--- config.mk ---
export PLATFORM = sky130hd
export DESIGN_NAME = pic_top
export DESIGN_NICKNAME = d
export VERILOG_FILES = /design/src/pic_pkg.sv /design/src/pic_sync.sv /design/src/pic_top.sv
export VERILOG_INCLUDE_DIRS = /design/src
export SDC_FILE = /design/constraint.sdc
export NUM_CORES = 1
export LEC_CHECK = 0
export BUFFER_PORTS_ARGS = -buffer_cell sky130_fd_sc_hd__buf_2
export CAP_MARGIN = 40
export CORE_MARGIN = 1
export CORE_UTILIZATION = 40
export DETAILED_ROUTE_END_ITERATION = 10
export PLACE_DENSITY = 0.7
export SYNTH_ARGS = -nofsm -noshare
export SYNTH_HDL_FRONTEND = slang
export SYNTH_SLANG_ARGS = --single-unit
--- constraint.sdc ---
create_clock -name pclk -period 3.5 [get_ports pclk]
set_input_delay 0.175 -clock pclk [delete_from_list [all_inputs] [get_ports pclk]]
set_output_delay 0.175 -clock pclk [all_outputs]
set_load 0.01 [all_outputs]
--- src/pic_regs.svh ---
`ifndef PIC_REGS_SVH
`define PIC_REGS_SVH

// register byte offsets on the apb bus
`define PIC_OFF_PEND      12'h000
`define PIC_OFF_CLEAR     12'h004
`define PIC_OFF_MASK      12'h008
`define PIC_OFF_LATCH     12'h00C
`define PIC_OFF_MODE      12'h010
`define PIC_OFF_TRIG0     12'h014
`define PIC_OFF_TRIG1     12'h018

// field positions
`define PIC_FWD_MASK_BIT  0
`define PIC_RELEASE_BIT   4
`define PIC_CH_LO         1
`define PIC_CH_HI         15

// reset values
`define PIC_PEND_RST      16'h0000
`define PIC_MASK_RST      16'hFFFF
`define PIC_TRIG0_RST     16'h0000
`define PIC_TRIG1_RST     14'h0000
`define PIC_LEVEL_RST     4'h0

// synchroniser depth for pins
`define PIC_SYNC_STAGES   3

`endif

--- src/pic_pkg.sv ---
package pic_pkg;

  // per-channel detection mode
  typedef enum logic [1:0] {
    PIC_TRIG_HIGH = 2'b00,
    PIC_TRIG_LOW  = 2'b01,
    PIC_TRIG_RISE = 2'b10,
    PIC_TRIG_FALL = 2'b11
  } pic_trig_type;

  // controller operating mode
  typedef enum logic [1:0] {
    PIC_MODE_BYPASS = 2'b00,
    PIC_MODE_ENABLE = 2'b01,
    PIC_MODE_RSV2   = 2'b10,
    PIC_MODE_RSV3   = 2'b11
  } pic_mode_type;

endpackage : pic_pkg

--- src/pic_sync.sv ---
`timescale 1ns/1ps
`include "pic_regs.svh"

module pic_sync #(
  parameter int W = 8
) (
  // clock and reset
  input  wire logic         pclk,
  input  wire logic         presetn,
  // raw pins and filtered result
  input  wire logic [W-1:0] pin_in,
  output logic      [W-1:0] filt_out
);

  logic [W-1:0] s1_ff;
  logic [W-1:0] s2_ff;
  logic [W-1:0] s3_ff;
  logic [W-1:0] filt_ff;
  logic [W-1:0] nxt_filt;

  // a bit follows the pin once the second and third stage agree
  assign nxt_filt = (s2_ff & s3_ff) | (filt_ff & (s2_ff ^ s3_ff));
  assign filt_out = filt_ff;

  // three-stage chain; s1 feeds only s2
  always_ff @(posedge pclk or negedge presetn) begin
    if (!presetn) begin
      s1_ff   <= '0;
      s2_ff   <= '0;
      s3_ff   <= '0;
      filt_ff <= '0;
    end else begin
      s1_ff   <= pin_in;
      s2_ff   <= s1_ff;
      s3_ff   <= s2_ff;
      filt_ff <= nxt_filt;
    end
  end

endmodule : pic_sync

--- src/pic_top.sv ---
`timescale 1ns/1ps
`include "pic_regs.svh"

// What this block does
// - two-bit mode: high, low, rise, fall
// - pending flags in bits 15..1, reset zero
// - pending bit 0 and bits 31..16 read zero
// - detected trigger sets sticky pending flag
// - pending register read-only, writes ignored
// - mode 00 passes external level straight through
// - mode 01 turns level pins into channels
// - highest unmasked pending channel goes to latch
// - latch forwarded only while forward mask clear
// - release write clears latch for next level
// - pending levels reload latch in priority order
// - all mask bits set at reset
// - clear register ones clear pending flags
// - forward mask set: latch still loads, no trap
// - masked channels still set readable pending flags
// - two trigger registers: 8..15 and 1..7
// - pinless channels tied low internally
// - fifteen levels; level 15 core-unmaskable
module pic_top (
  // apb slave
  input  wire logic        pclk,
  input  wire logic        presetn,
  input  wire logic        psel,
  input  wire logic        penable,
  input  wire logic        pwrite,
  input  wire logic [11:0] paddr,
  input  wire logic [31:0] pwdata,
  output logic      [31:0] prdata,
  output logic             pready,
  output logic             pslverr,
  // request pins
  input  wire logic [3:0]  ext_level_in,
  input  wire logic [3:0]  req_pin_mid,
  // to integer unit
  output logic      [3:0]  core_level
);

  logic [31:0]              prdata_ff;
  logic                     pready_ff;
  logic                     pslverr_ff;
  logic [15:0]              pend_ff;
  logic [15:0]              mask_ff;
  logic [15:0]              trig0_ff;
  logic [13:0]              trig1_ff;
  logic [3:0]               latch_ff;
  logic [3:0]               core_level_ff;
  logic [15:0]              prev_ff;
  pic_pkg::pic_mode_type    mode_ff;
  logic [7:0]               pin_filt;
  logic [15:0]              req_vec;
  logic [15:0]              det_vec;
  logic [15:0]              nxt_pend;
  logic [15:0]              unmasked;
  logic [3:0]               top_level;
  logic [3:0]               nxt_latch;
  logic [3:0]               nxt_core_level;
  logic [31:0]              rd_mux;
  logic                     addr_ok;
  logic                     acc_go;
  logic                     wr_go;
  logic                     hit_pend;
  logic                     hit_clear;
  logic                     hit_mask;
  logic                     hit_latch;
  logic                     hit_mode;
  logic                     hit_trig0;
  logic                     hit_trig1;
  logic                     clr_hit;
  logic                     release_hit;
  logic                     ctl_enabled;

  // pins cross into the core clock through three stages
  pic_sync #(
    .W(8)
  ) u_sync (
    .pclk     (pclk),
    .presetn  (presetn),
    .pin_in   ({req_pin_mid, ext_level_in}),
    .filt_out (pin_filt)
  );

  // bus outputs come from flip-flops
  assign prdata   = prdata_ff;
  assign pready   = pready_ff;
  assign pslverr  = pslverr_ff;
  assign core_level = core_level_ff;

  // address decode
  assign hit_pend  = (paddr == `PIC_OFF_PEND);
  assign hit_clear = (paddr == `PIC_OFF_CLEAR);
  assign hit_mask  = (paddr == `PIC_OFF_MASK);
  assign hit_latch = (paddr == `PIC_OFF_LATCH);
  assign hit_mode  = (paddr == `PIC_OFF_MODE);
  assign hit_trig0 = (paddr == `PIC_OFF_TRIG0);
  assign hit_trig1 = (paddr == `PIC_OFF_TRIG1);
  assign addr_ok   = hit_pend | hit_clear | hit_mask | hit_latch |
                     hit_mode | hit_trig0 | hit_trig1;

  // a write takes effect on the edge that samples pready high
  assign acc_go      = psel & penable & ~pready_ff;
  assign wr_go       = psel & penable & pready_ff & pwrite & addr_ok;
  assign clr_hit     = wr_go & hit_clear;
  assign release_hit = wr_go & hit_latch & pwdata[`PIC_RELEASE_BIT];
  assign ctl_enabled = (mode_ff == pic_pkg::PIC_MODE_ENABLE);

  // read data; reserved and write-only bits read zero
  assign rd_mux =
    hit_pend  ? {16'h0000, pend_ff[15:1], 1'b0} :
    hit_mask  ? {16'h0000, mask_ff} :
    hit_latch ? {28'h000_0000, latch_ff} :
    hit_mode  ? {30'h0000_0000, mode_ff} :
    hit_trig0 ? {16'h0000, trig0_ff} :
    hit_trig1 ? {18'h0_0000, trig1_ff} :
                32'h0000_0000;

  // request sources: pins only while enabled, pinless tied low
  assign req_vec[0]     = 1'b0;
  assign req_vec[7:1]   = 7'h00;
  assign req_vec[11:8]  = ctl_enabled ? pin_filt[7:4] : 4'h0;
  assign req_vec[15:12] = ctl_enabled ? pin_filt[3:0] : 4'h0;

  // per-channel trigger select and detection
  assign det_vec[0] = 1'b0;
  for (genvar c = `PIC_CH_LO; c <= `PIC_CH_HI; c++) begin : g_ch
    logic [1:0] tmode;
    if (c >= 8) begin : g_hi
      assign tmode = trig0_ff[2*(c-8) +: 2];
    end else begin : g_lo
      assign tmode = trig1_ff[2*(c-1) +: 2];
    end
    // edges compare against the previous clock sample
    assign det_vec[c] =
      (tmode == pic_pkg::PIC_TRIG_HIGH) ?  req_vec[c] :
      (tmode == pic_pkg::PIC_TRIG_LOW)  ? ~req_vec[c] :
      (tmode == pic_pkg::PIC_TRIG_RISE) ?
        (req_vec[c] & ~prev_ff[c]) :
        (~req_vec[c] & prev_ff[c]);
  end

  // set wins over clear; bit 0 holds nothing
  assign nxt_pend = ((pend_ff & ~(clr_hit ? pwdata[15:0] : 16'h0000))
                    | det_vec) & 16'hFFFE;

  // priority: highest channel number wins
  assign unmasked = pend_ff & ~{mask_ff[15:1], 1'b1};

  function automatic logic [3:0] pic_top_ch(input logic [15:0] v);
    logic [3:0] r;
    r = 4'h0;
    for (int i = `PIC_CH_LO; i <= `PIC_CH_HI; i++) begin
      if (v[i]) begin
        r = 4'(i);
      end
    end
    return r;
  endfunction : pic_top_ch

  assign top_level = pic_top_ch(unmasked);

  // latch loads only when empty, release empties it
  assign nxt_latch =
    release_hit                                ? 4'h0 :
    (latch_ff == 4'h0 && ctl_enabled)          ? top_level :
                                                 latch_ff;

  // level to the integer unit
  assign nxt_core_level =
    (mode_ff == pic_pkg::PIC_MODE_BYPASS)      ? pin_filt[3:0] :
    (ctl_enabled && !mask_ff[`PIC_FWD_MASK_BIT]) ? latch_ff :
                                                 4'h0;

  // apb answer: pready one cycle into the access phase
  always_ff @(posedge pclk or negedge presetn) begin
    if (!presetn) begin
      pready_ff  <= 1'b0;
      pslverr_ff <= 1'b0;
      prdata_ff  <= 32'h0000_0000;
    end else begin
      pready_ff  <= acc_go;
      pslverr_ff <= acc_go & ~addr_ok;
      prdata_ff  <= (acc_go & ~pwrite) ? rd_mux : 32'h0000_0000;
    end
  end

  // software-written control registers
  always_ff @(posedge pclk or negedge presetn) begin
    if (!presetn) begin
      mask_ff  <= `PIC_MASK_RST;
      trig0_ff <= `PIC_TRIG0_RST;
      trig1_ff <= `PIC_TRIG1_RST;
      mode_ff  <= pic_pkg::PIC_MODE_BYPASS;
    end else if (wr_go) begin
      if (hit_mask) begin
        mask_ff <= pwdata[15:0];
      end
      if (hit_trig0) begin
        trig0_ff <= pwdata[15:0];
      end
      if (hit_trig1) begin
        trig1_ff <= pwdata[13:0];
      end
      if (hit_mode) begin
        mode_ff <= pic_pkg::pic_mode_type'(pwdata[1:0]);
      end
    end
  end

  // pending flags, level latch, edge history and core level
  always_ff @(posedge pclk or negedge presetn) begin
    if (!presetn) begin
      pend_ff     <= `PIC_PEND_RST;
      latch_ff    <= `PIC_LEVEL_RST;
      prev_ff     <= 16'h0000;
      core_level_ff <= `PIC_LEVEL_RST;
    end else begin
      pend_ff     <= nxt_pend;
      latch_ff    <= nxt_latch;
      prev_ff     <= req_vec;
      core_level_ff <= nxt_core_level;
    end
  end

  // detected events appear in the pending flags next cycle
  pend_set_a: assert property (
    @(posedge pclk) disable iff (!presetn)
    (|det_vec) |=> ((pend_ff & $past(det_vec)) == $past(det_vec)))
    else $error("detected event did not set its pending flag");

  // reserved pending bits read zero
  pend_rsv_a: assert property (
    @(posedge pclk) disable iff (!presetn)
    (acc_go && !pwrite && hit_pend) |=>
      (prdata_ff[0] == 1'b0 && prdata_ff[31:16] == 16'h0000))
    else $error("reserved pending bits read non-zero");

  // pending changes only through detection or clearing
  pend_ro_a: assert property (
    @(posedge pclk) disable iff (!presetn)
    (pend_ff != $past(pend_ff)) |->
      ($past(|det_vec) || $past(clr_hit)))
    else $error("pending flags changed without cause");

  // clear ones drop flags that saw no new event
  pend_clr_a: assert property (
    @(posedge pclk) disable iff (!presetn)
    (clr_hit && det_vec == 16'h0000) |=>
      ((pend_ff & $past(pwdata[15:0])) == 16'h0000))
    else $error("request clear left a flag set");

  // bypass passes the synchronised external level
  bypass_a: assert property (
    @(posedge pclk) disable iff (!presetn)
    (mode_ff == pic_pkg::PIC_MODE_BYPASS) |=>
      (core_level_ff == $past(pin_filt[3:0])))
    else $error("bypass level not passed through");

  // forward mask silences the core level
  fwd_mask_a: assert property (
    @(posedge pclk) disable iff (!presetn)
    (ctl_enabled && mask_ff[`PIC_FWD_MASK_BIT]) ##1
      (ctl_enabled && mask_ff[`PIC_FWD_MASK_BIT]) |->
      (core_level_ff == 4'h0))
    else $error("level forwarded while forward mask set");

  // a held level stays until released
  latch_hold_a: assert property (
    @(posedge pclk) disable iff (!presetn)
    (latch_ff != 4'h0 && !release_hit) |=> $stable(latch_ff))
    else $error("held level overwritten before release");

  // release empties the latch
  release_a: assert property (
    @(posedge pclk) disable iff (!presetn)
    release_hit |=> (latch_ff == 4'h0))
    else $error("release did not clear the level latch");

  // an empty latch loads the winning channel
  load_a: assert property (
    @(posedge pclk) disable iff (!presetn)
    (latch_ff == 4'h0 && ctl_enabled && !release_hit) |=>
      (latch_ff == $past(top_level)))
    else $error("latch not loaded with highest pending level");

  // masks all set after reset
  mask_rst_a: assert property (
    @(posedge pclk) $rose(presetn) |-> (mask_ff == `PIC_MASK_RST))
    else $error("channel masks not all set after reset");

  // an open forward mask passes the held level to the core
  fwd_pass_a: assert property (
    @(posedge pclk) disable iff (!presetn)
    (ctl_enabled && !mask_ff[`PIC_FWD_MASK_BIT]) |=>
      (core_level_ff == $past(latch_ff)))
    else $error("held level not forwarded to the core");

endmodule : pic_top

; ---- After elaboration in Yosys (flattened, before gate mapping)
; Index checks and enable logic that the tools add are counted.
[totals]
regBits = 129
latchBits = 0
mem_bits_rw = 0
rom_bits = 0
out_inout_bits = 38
elab_cells = 198
memories = 0
[classes]
addsub = 0
n_mul = 0
div_mod_pow = 0
magnitude_cmp = 0
eq_ne = 30
n_shift = 0
n_mux = 67
bitwise = 60
n_reduce_logical = 26
[op_table]
columns = cell, n
row1 = $mux W16, 7
row2 = $mux W4, 14
row3 = $mux W1, 39
row4 = $eq A12 B5 Y1 const B, 3
row5 = $and A16 B16 Y16, 2
row6 = $eq A2 B1 Y1 const B, 16
row7 = $logic_not A2 Y1, 16
row8 = $not A16 Y16, 2
row9 = $and A1 B1 Y1, 26
row10 = $eq A12 B4 Y1 const B, 2
row11 = $not A1 Y1, 19
row12 = $and A8 B8 Y8, 2
row13 = $eq A2 B2 Y1 const B, 8
row14 = $or A16 B16 Y16, 1
row15 = $mux W14, 1
row16 = $eq A12 B3 Y1 const B, 1
row17 = $logic_not A12 Y1, 1
row18 = $mux W3, 4
row19 = $or A8 B8 Y8, 1
row20 = $reduce_and A2 Y1, 4
row21 = $xor A8 B8 Y8, 1
row22 = $or A1 B1 Y1, 6
row23 = $logic_not A4 Y1, 1
row24 = $mux W2, 2
row25 = 3 further kinds, 4

; ---- Longest topological paths before layout
[logic_depth]
word_depth = 19
mapped_depth = 8
ltp_nobuf = 5

; ---- Cells and area by module
; From an unflattened synthesis, not the netlist that was laid out.
[unflattened]
hier_cells = 489
hier_area_um2 = 5626.6
[by_module_without_submodules]
columns = mod, n_inst, cells_per_inst, area_per_inst_um2, seq_area_each_um2
row1 = pic_top, 1, 441, 4665.7, 2447.3
row2 = pic_sync, 1, 48, 960.9, 800.8

; ---- Least setup slack after synthesis
; Ideal clock, no wire load.
[synth_timing]
path_type = input to register
from = input paddr[11]
to = register pend_ff[14]
setup_time_ns = 0.126
arrival_time_ns = 1.997
required_time_ns = 3.374
path_slack_ns = 1.377
cell_stages = 6
n_path_buf = 1
cell_sequence = or4_4 -> or4_4 -> nor4_4 -> buf_6 -> nand2_1 -> a221o_1
[synth_between]
elab_chain_cells = 13
[synth_lines]
columns = element, line_no
row1 = "start, declared", pic_top.sv:30  ; input wire logic [11:0] paddr,
row2 = $eq A12 B3 Y1 (no source line) / $logic_not A12 Y1 (equally long branches), n/a
row3 = $or A1 B1 Y1 (4 in a row), pic_top.sv:100  ; assign addr_ok = hit_pend | hit_clear | hit_mask | hit_latch |
row4 = $or A1 B1 Y1 (2 in a row), pic_top.sv:101  ; hit_mode | hit_trig0 | hit_trig1;
row5 = $and A1 B1 Y1, pic_top.sv:105  ; assign wr_go = psel & penable & pready_ff & pwrite & addr_ok;
row6 = $and A1 B1 Y1 *, pic_top.sv:106  ; assign clr_hit = wr_go & hit_clear;
row7 = $mux W16 *, pic_top.sv:145  ; assign nxt_pend = ((pend_ff & ~(clr_hit ? pwdata[15:0] : 16'h0000))
row8 = $not A16 Y16 *, pic_top.sv:145
row9 = $and A16 B16 Y16 *, pic_top.sv:145
row10 = $or A16 B16 Y16 *, pic_top.sv:146  ; | det_vec) & 16'hFFFE;
row11 = via nxt_pend[14], pic_top.sv:56  ; logic [15:0] nxt_pend;
row12 = "end signal, assigned", pic_top.sv:215  ; pend_ff <= `PIC_PEND_RST;
row13 = "end signal, assigned", pic_top.sv:220  ; pend_ff <= nxt_pend;
row14 = "end, declared", pic_top.sv:45  ; logic [15:0] pend_ff;
; The timed path passes the listed nets; every way through them passes the cells marked *.
; A chain may end at the register's enable or synchronous reset.

; ---- Worst setup path after layout
[layout_timing]
from = register pready_ff (netlist: pready)
to = register pend_ff[10]
[layout_between]
elab_chain_cells = 8
[layout_lines]
columns = element, line_no
row1 = "start, declared", pic_top.sv:43  ; logic pready_ff;
row2 = "start signal, assigned", pic_top.sv:183  ; pready_ff <= acc_go;
row3 = $and A1 B1 Y1 (3 in a row), pic_top.sv:105
row4 = $and A1 B1 Y1, pic_top.sv:106
row5 = $mux W16, pic_top.sv:145
row6 = $not A16 Y16, pic_top.sv:145
row7 = $and A16 B16 Y16, pic_top.sv:145
row8 = $or A16 B16 Y16, pic_top.sv:146
row9 = via nxt_pend[10], pic_top.sv:56
; The timed path passes the listed nets, and every way through them passes these cells.

==> flow_summary_export.csv <==
group,metric,value,unit
cells_and_area,n_antenna_cell,0,
die,fp-row-count,42,
global_routing,grt_remaining_overflow,0,
synthesis,ys_seq_area_share,57.7,%
die,initial_core_util,41.7,%
cts,clk_path_buf_depth,2,
cts,cts_resized,0,
synthesis,async_reset_ff_share,100,%
place,port_buffers,62,
setup_path,path_delay_family,"simple AND/OR/NAND/NOR gates",
die,die_w,121,um
pwr,p_total,3.49,mW
sta,period_minus_slack,2.34,ns
cells_and_area,drive_above_1_share,26.0,%
sta,slew_violations,0,
synthesis,synth_area_per_cell,11.0,sq um
place,placedCellCount,738,
synthesis,yosysWarnings,0,
pwr,power.density,513,mW/mm^2
place,dp_hpwl,8650,um
setup_path,crit_arrival,2.64,ns
sta,max_slew_margin,38.7,%
pwr,ir_worst_vdd,0.000375,V
routing,drtAntennaViolNets,0,
cts,numCtsBuffers,17,
routing,drt-total-wl,13100,um
cts,cts.sinks,129,
run_status,run_status,"complete, no violations",
routing,num_vias,4180,
routing,drtIter0Drc,402,
cells_and_area,nets,656,
sta,rsz0062_at_grt,"no",
die,ios,95,
setup_path,crit_type,"flop to flop",
cells_and_area,utilization,50.4,%
cts,clk_latency,0.42,ns
die,coreArea,0.0135,sq mm
synthesis,synth_ff_type,"dfrtp_1",
setup_path,endpoint_kind,"flop",
cells_and_area,area_growth,20.8,%
hold_path,hp-class,"input port to flop",
sta,fin_tns_setup,0,ns
sta,tightest_slew,0.916,ns
synthesis,synth_edf_count,0,
sta,fin_worst_skew,0.00758,ns
pwr,p_leak,3.29,nW
routing,drc,0,
setup_path,critPathMaxFanout,10,
setup_path,crit_buf_inv,1,
setup_path,path_cells,"nand4_1 > or4_4 > nor4_4 > buf_4 > nand2_1 > a221o_1",
routing,first_pass_iters,7,
routing,wl_per_cell,16.8,um
synthesis,synth_cell_types,50,
place,place.gp.congestion,0.809,
sta,fin_crit_sh,66.9,%
setup_path,worst_ep_required_time,3.79,ns
synthesis,postSynthCellCount,513,
global_routing,grt_usage,19.3,%
setup_path,cpMaxStageDelayCell,"or4_4",
synthesis,netlist_area,0.00563,sq mm
die,die_h,121,um
global_routing,grt_pass1_wl,21200,um
die,dieArea,0.0146,sq mm
cts,clk_pin_slew,0.05,ns
sta,setup_viol,0,
global_routing,first_global_vias,4084,
sta,fmax,0.427,GHz
cts,h-tree-depth,4,
flow_run,cap_violations,0,
global_routing,antenna_found_initial,0,
setup_path,cp-start-kind,"flop",
global_routing,grt_max_degree,71,
cells_and_area,layout.cells.non_filler,780,
setup_path,max_stage_delay,0.51,ns
synthesis,synth_seq_cells,129,
cts,cts_tree,"built",
cts,cts-root-buf,"clkbuf_16",
routing,via_per_inst,5.36,
sta,final_hold_viol_count,0,
-- where the power goes --
part	leakage [nW]	switching [mW]	internal (mW)	total, mW
Combinational	1.43	0.102	0.0592	0.161
Clock	0.292	0.619	1.17	1.79
Sequential	1.57	0.0151	1.53	1.54
-- repair_timing --
action	CTS	global route
buffers inserted	0	0
hold buffers	10	0
hold endpoints to repair	59	0
-- metal layers --
metal | global-route usage (%) | vias to the layer above | wire (um)
li1 | - | 1933 | -
met1 | 25.1 | 2066 | 5700
met2 | 30.4 | 165 | 6340
met3 | 5.71 | 16 | 885
met4 | 7.56 | 0 | 155
met5 | 0 | - | 0
-- logic make-up after synthesis --
group / after synthesis / share of synthesized area (%)
AO/OA/AOI/OAI: 123 / 14.1
AND/OR/NAND/NOR: 157 / 13.8
XOR/XNOR: 2 / 0.311
other: 1 / 0.0666
buffers and inverters: 57 / 5.07
adder cells (fa/ha/maj): 8 / 1.78
flip-flops: 129 / 57.7
multiplexers: 36 / 7.15
-- cells in the mapped netlist (2+ instances only) --
library cell / n / area [sq um]
a211oi_1: 2 / 15.0
o21ai_0: 39 / 195
mux2_2: 34 / 383
nand3_1: 3 / 15.0
o22ai_1: 2 / 12.5
inv_1: 21 / 78.8
and2_1: 9 / 56.3
a2111oi_0: 2 / 17.5
o2bb2ai_1: 2 / 17.5
ha_1: 8 / 100
nor4_1: 3 / 18.8
nand2b_1: 7 / 43.8
nand2_1: 50 / 188
o211a_1: 2 / 20.0
nor2b_1: 17 / 106
buf_2: 3 / 15.0
or4_1: 2 / 15.0
nand4b_1: 2 / 17.5
o31ai_1: 3 / 22.5
a221oi_1: 2 / 17.5
dfrtp_1: 113 / 2830
a21oi_1: 31 / 155
buf_4: 16 / 120
xor2_1: 2 / 17.5
a22o_1: 6 / 52.6
a221o_1: 9 / 90.1
nor3_1: 6 / 30.0
nand4_1: 2 / 12.5
or3_1: 3 / 18.8
mux2i_1: 2 / 20.0
dfstp_2: 16 / 420
a22oi_1: 10 / 75.1
clkbuf_1: 15 / 56.3
a21o_1: 9 / 67.6
or2_2: 2 / 12.5
or4_4: 2 / 22.5
nor2_1: 43 / 161
-- tightest hold or removal path: cells and delay by family --
family	cells	cell delay (ns)
simple gates	1	0.05
compound gates	1	0.06
buf+inv	1	0.11
-- final timing paths --
| path | startpoint | endpoint | slack (ns) | depth (start not counted) |
|---|---|---|---|---|
| worst max-delay path | pready$_DFF_PN0_ | pend_ff[10]$_DFF_PN0_ | 1.16 | 6 |
| worst min-delay path | pwdata[13] | trig0_ff[13]$_DFFE_PN0P_ | 0.02 | 3 |
| worst max register to register | pready$_DFF_PN0_ | pend_ff[10]$_DFF_PN0_ | 1.16 | 6 |
| worst min register to register | u_sync.s1_ff[4]$_DFF_PN0_ | u_sync.s2_ff[4]$_DFF_PN0_ | 0.35 | 0 |
| max in group asynchronous | presetn | mask_ff[13]$_DFFE_PN1P_ | 2.26 | 3 |
| min in group asynchronous | presetn | mode_ff[1]$_DFFE_PN0P_ | 0.39 | 2 |
-- sequential cells by signal (all words and copies together), names as in the netlist, 14 cells and up --
register,flops
mask_ff,16
prdata,16
trig0_ff,16
pend_ff,15
trig1_ff,14
-- placed cells by master (no fill, tap or decap), types with 3 or more instances in the layout --
cell and count:
dfrtp_1 113, buf_2 61, nand2_1 50, nor2_1 43, o21ai_0 39, mux2_2 34, a21oi_1 31, inv_1 21
nor2b_1 17, clkbuf_16 17, conb_1 16, dfstp_2 16, a22oi_1 10, dlygate4sd3_1 10, and2_1 9, a21o_1 9
a221o_1 9, ha_1 8, buf_4 8, nand2b_1 7, nor3_1 6, a22o_1 6, clkinv_2 4, or3_1 3
nand3_1 3, o31ai_1 3, clkbuf_8 3, bufinv_16 3, clkinvlp_4 3
-- area by class of cell --
cell class / instances / area, sq um
clock buffers: 22 / 474
clock inverters: 10 / 133
fillers: 1204 / 6710
inverters: 21 / 78.8
multi-input cells: 342 / 2160
flip-flops and latches: 129 / 3250
well taps: 176 / 220
repair buffers: 80 / 485
-- per-stage QoR --
| step | hold slack (ns) | area (sq um) | setup slack (ns) |
|---|---|---|---|
| floorplan | -0.121 | 5690 | 1.38 |
| global placement | 0.283 | 6090 | 0.945 |
| detailed placement | 0.284 | 6090 | 0.932 |
| CTS | 0.00745 | 6800 | 1.12 |
| global route | 0.0168 | 6800 | 1.06 |
| finish | 0.0182 | 6800 | 1.16 |
No activity file was read; power rests on OpenSTA's default activity.
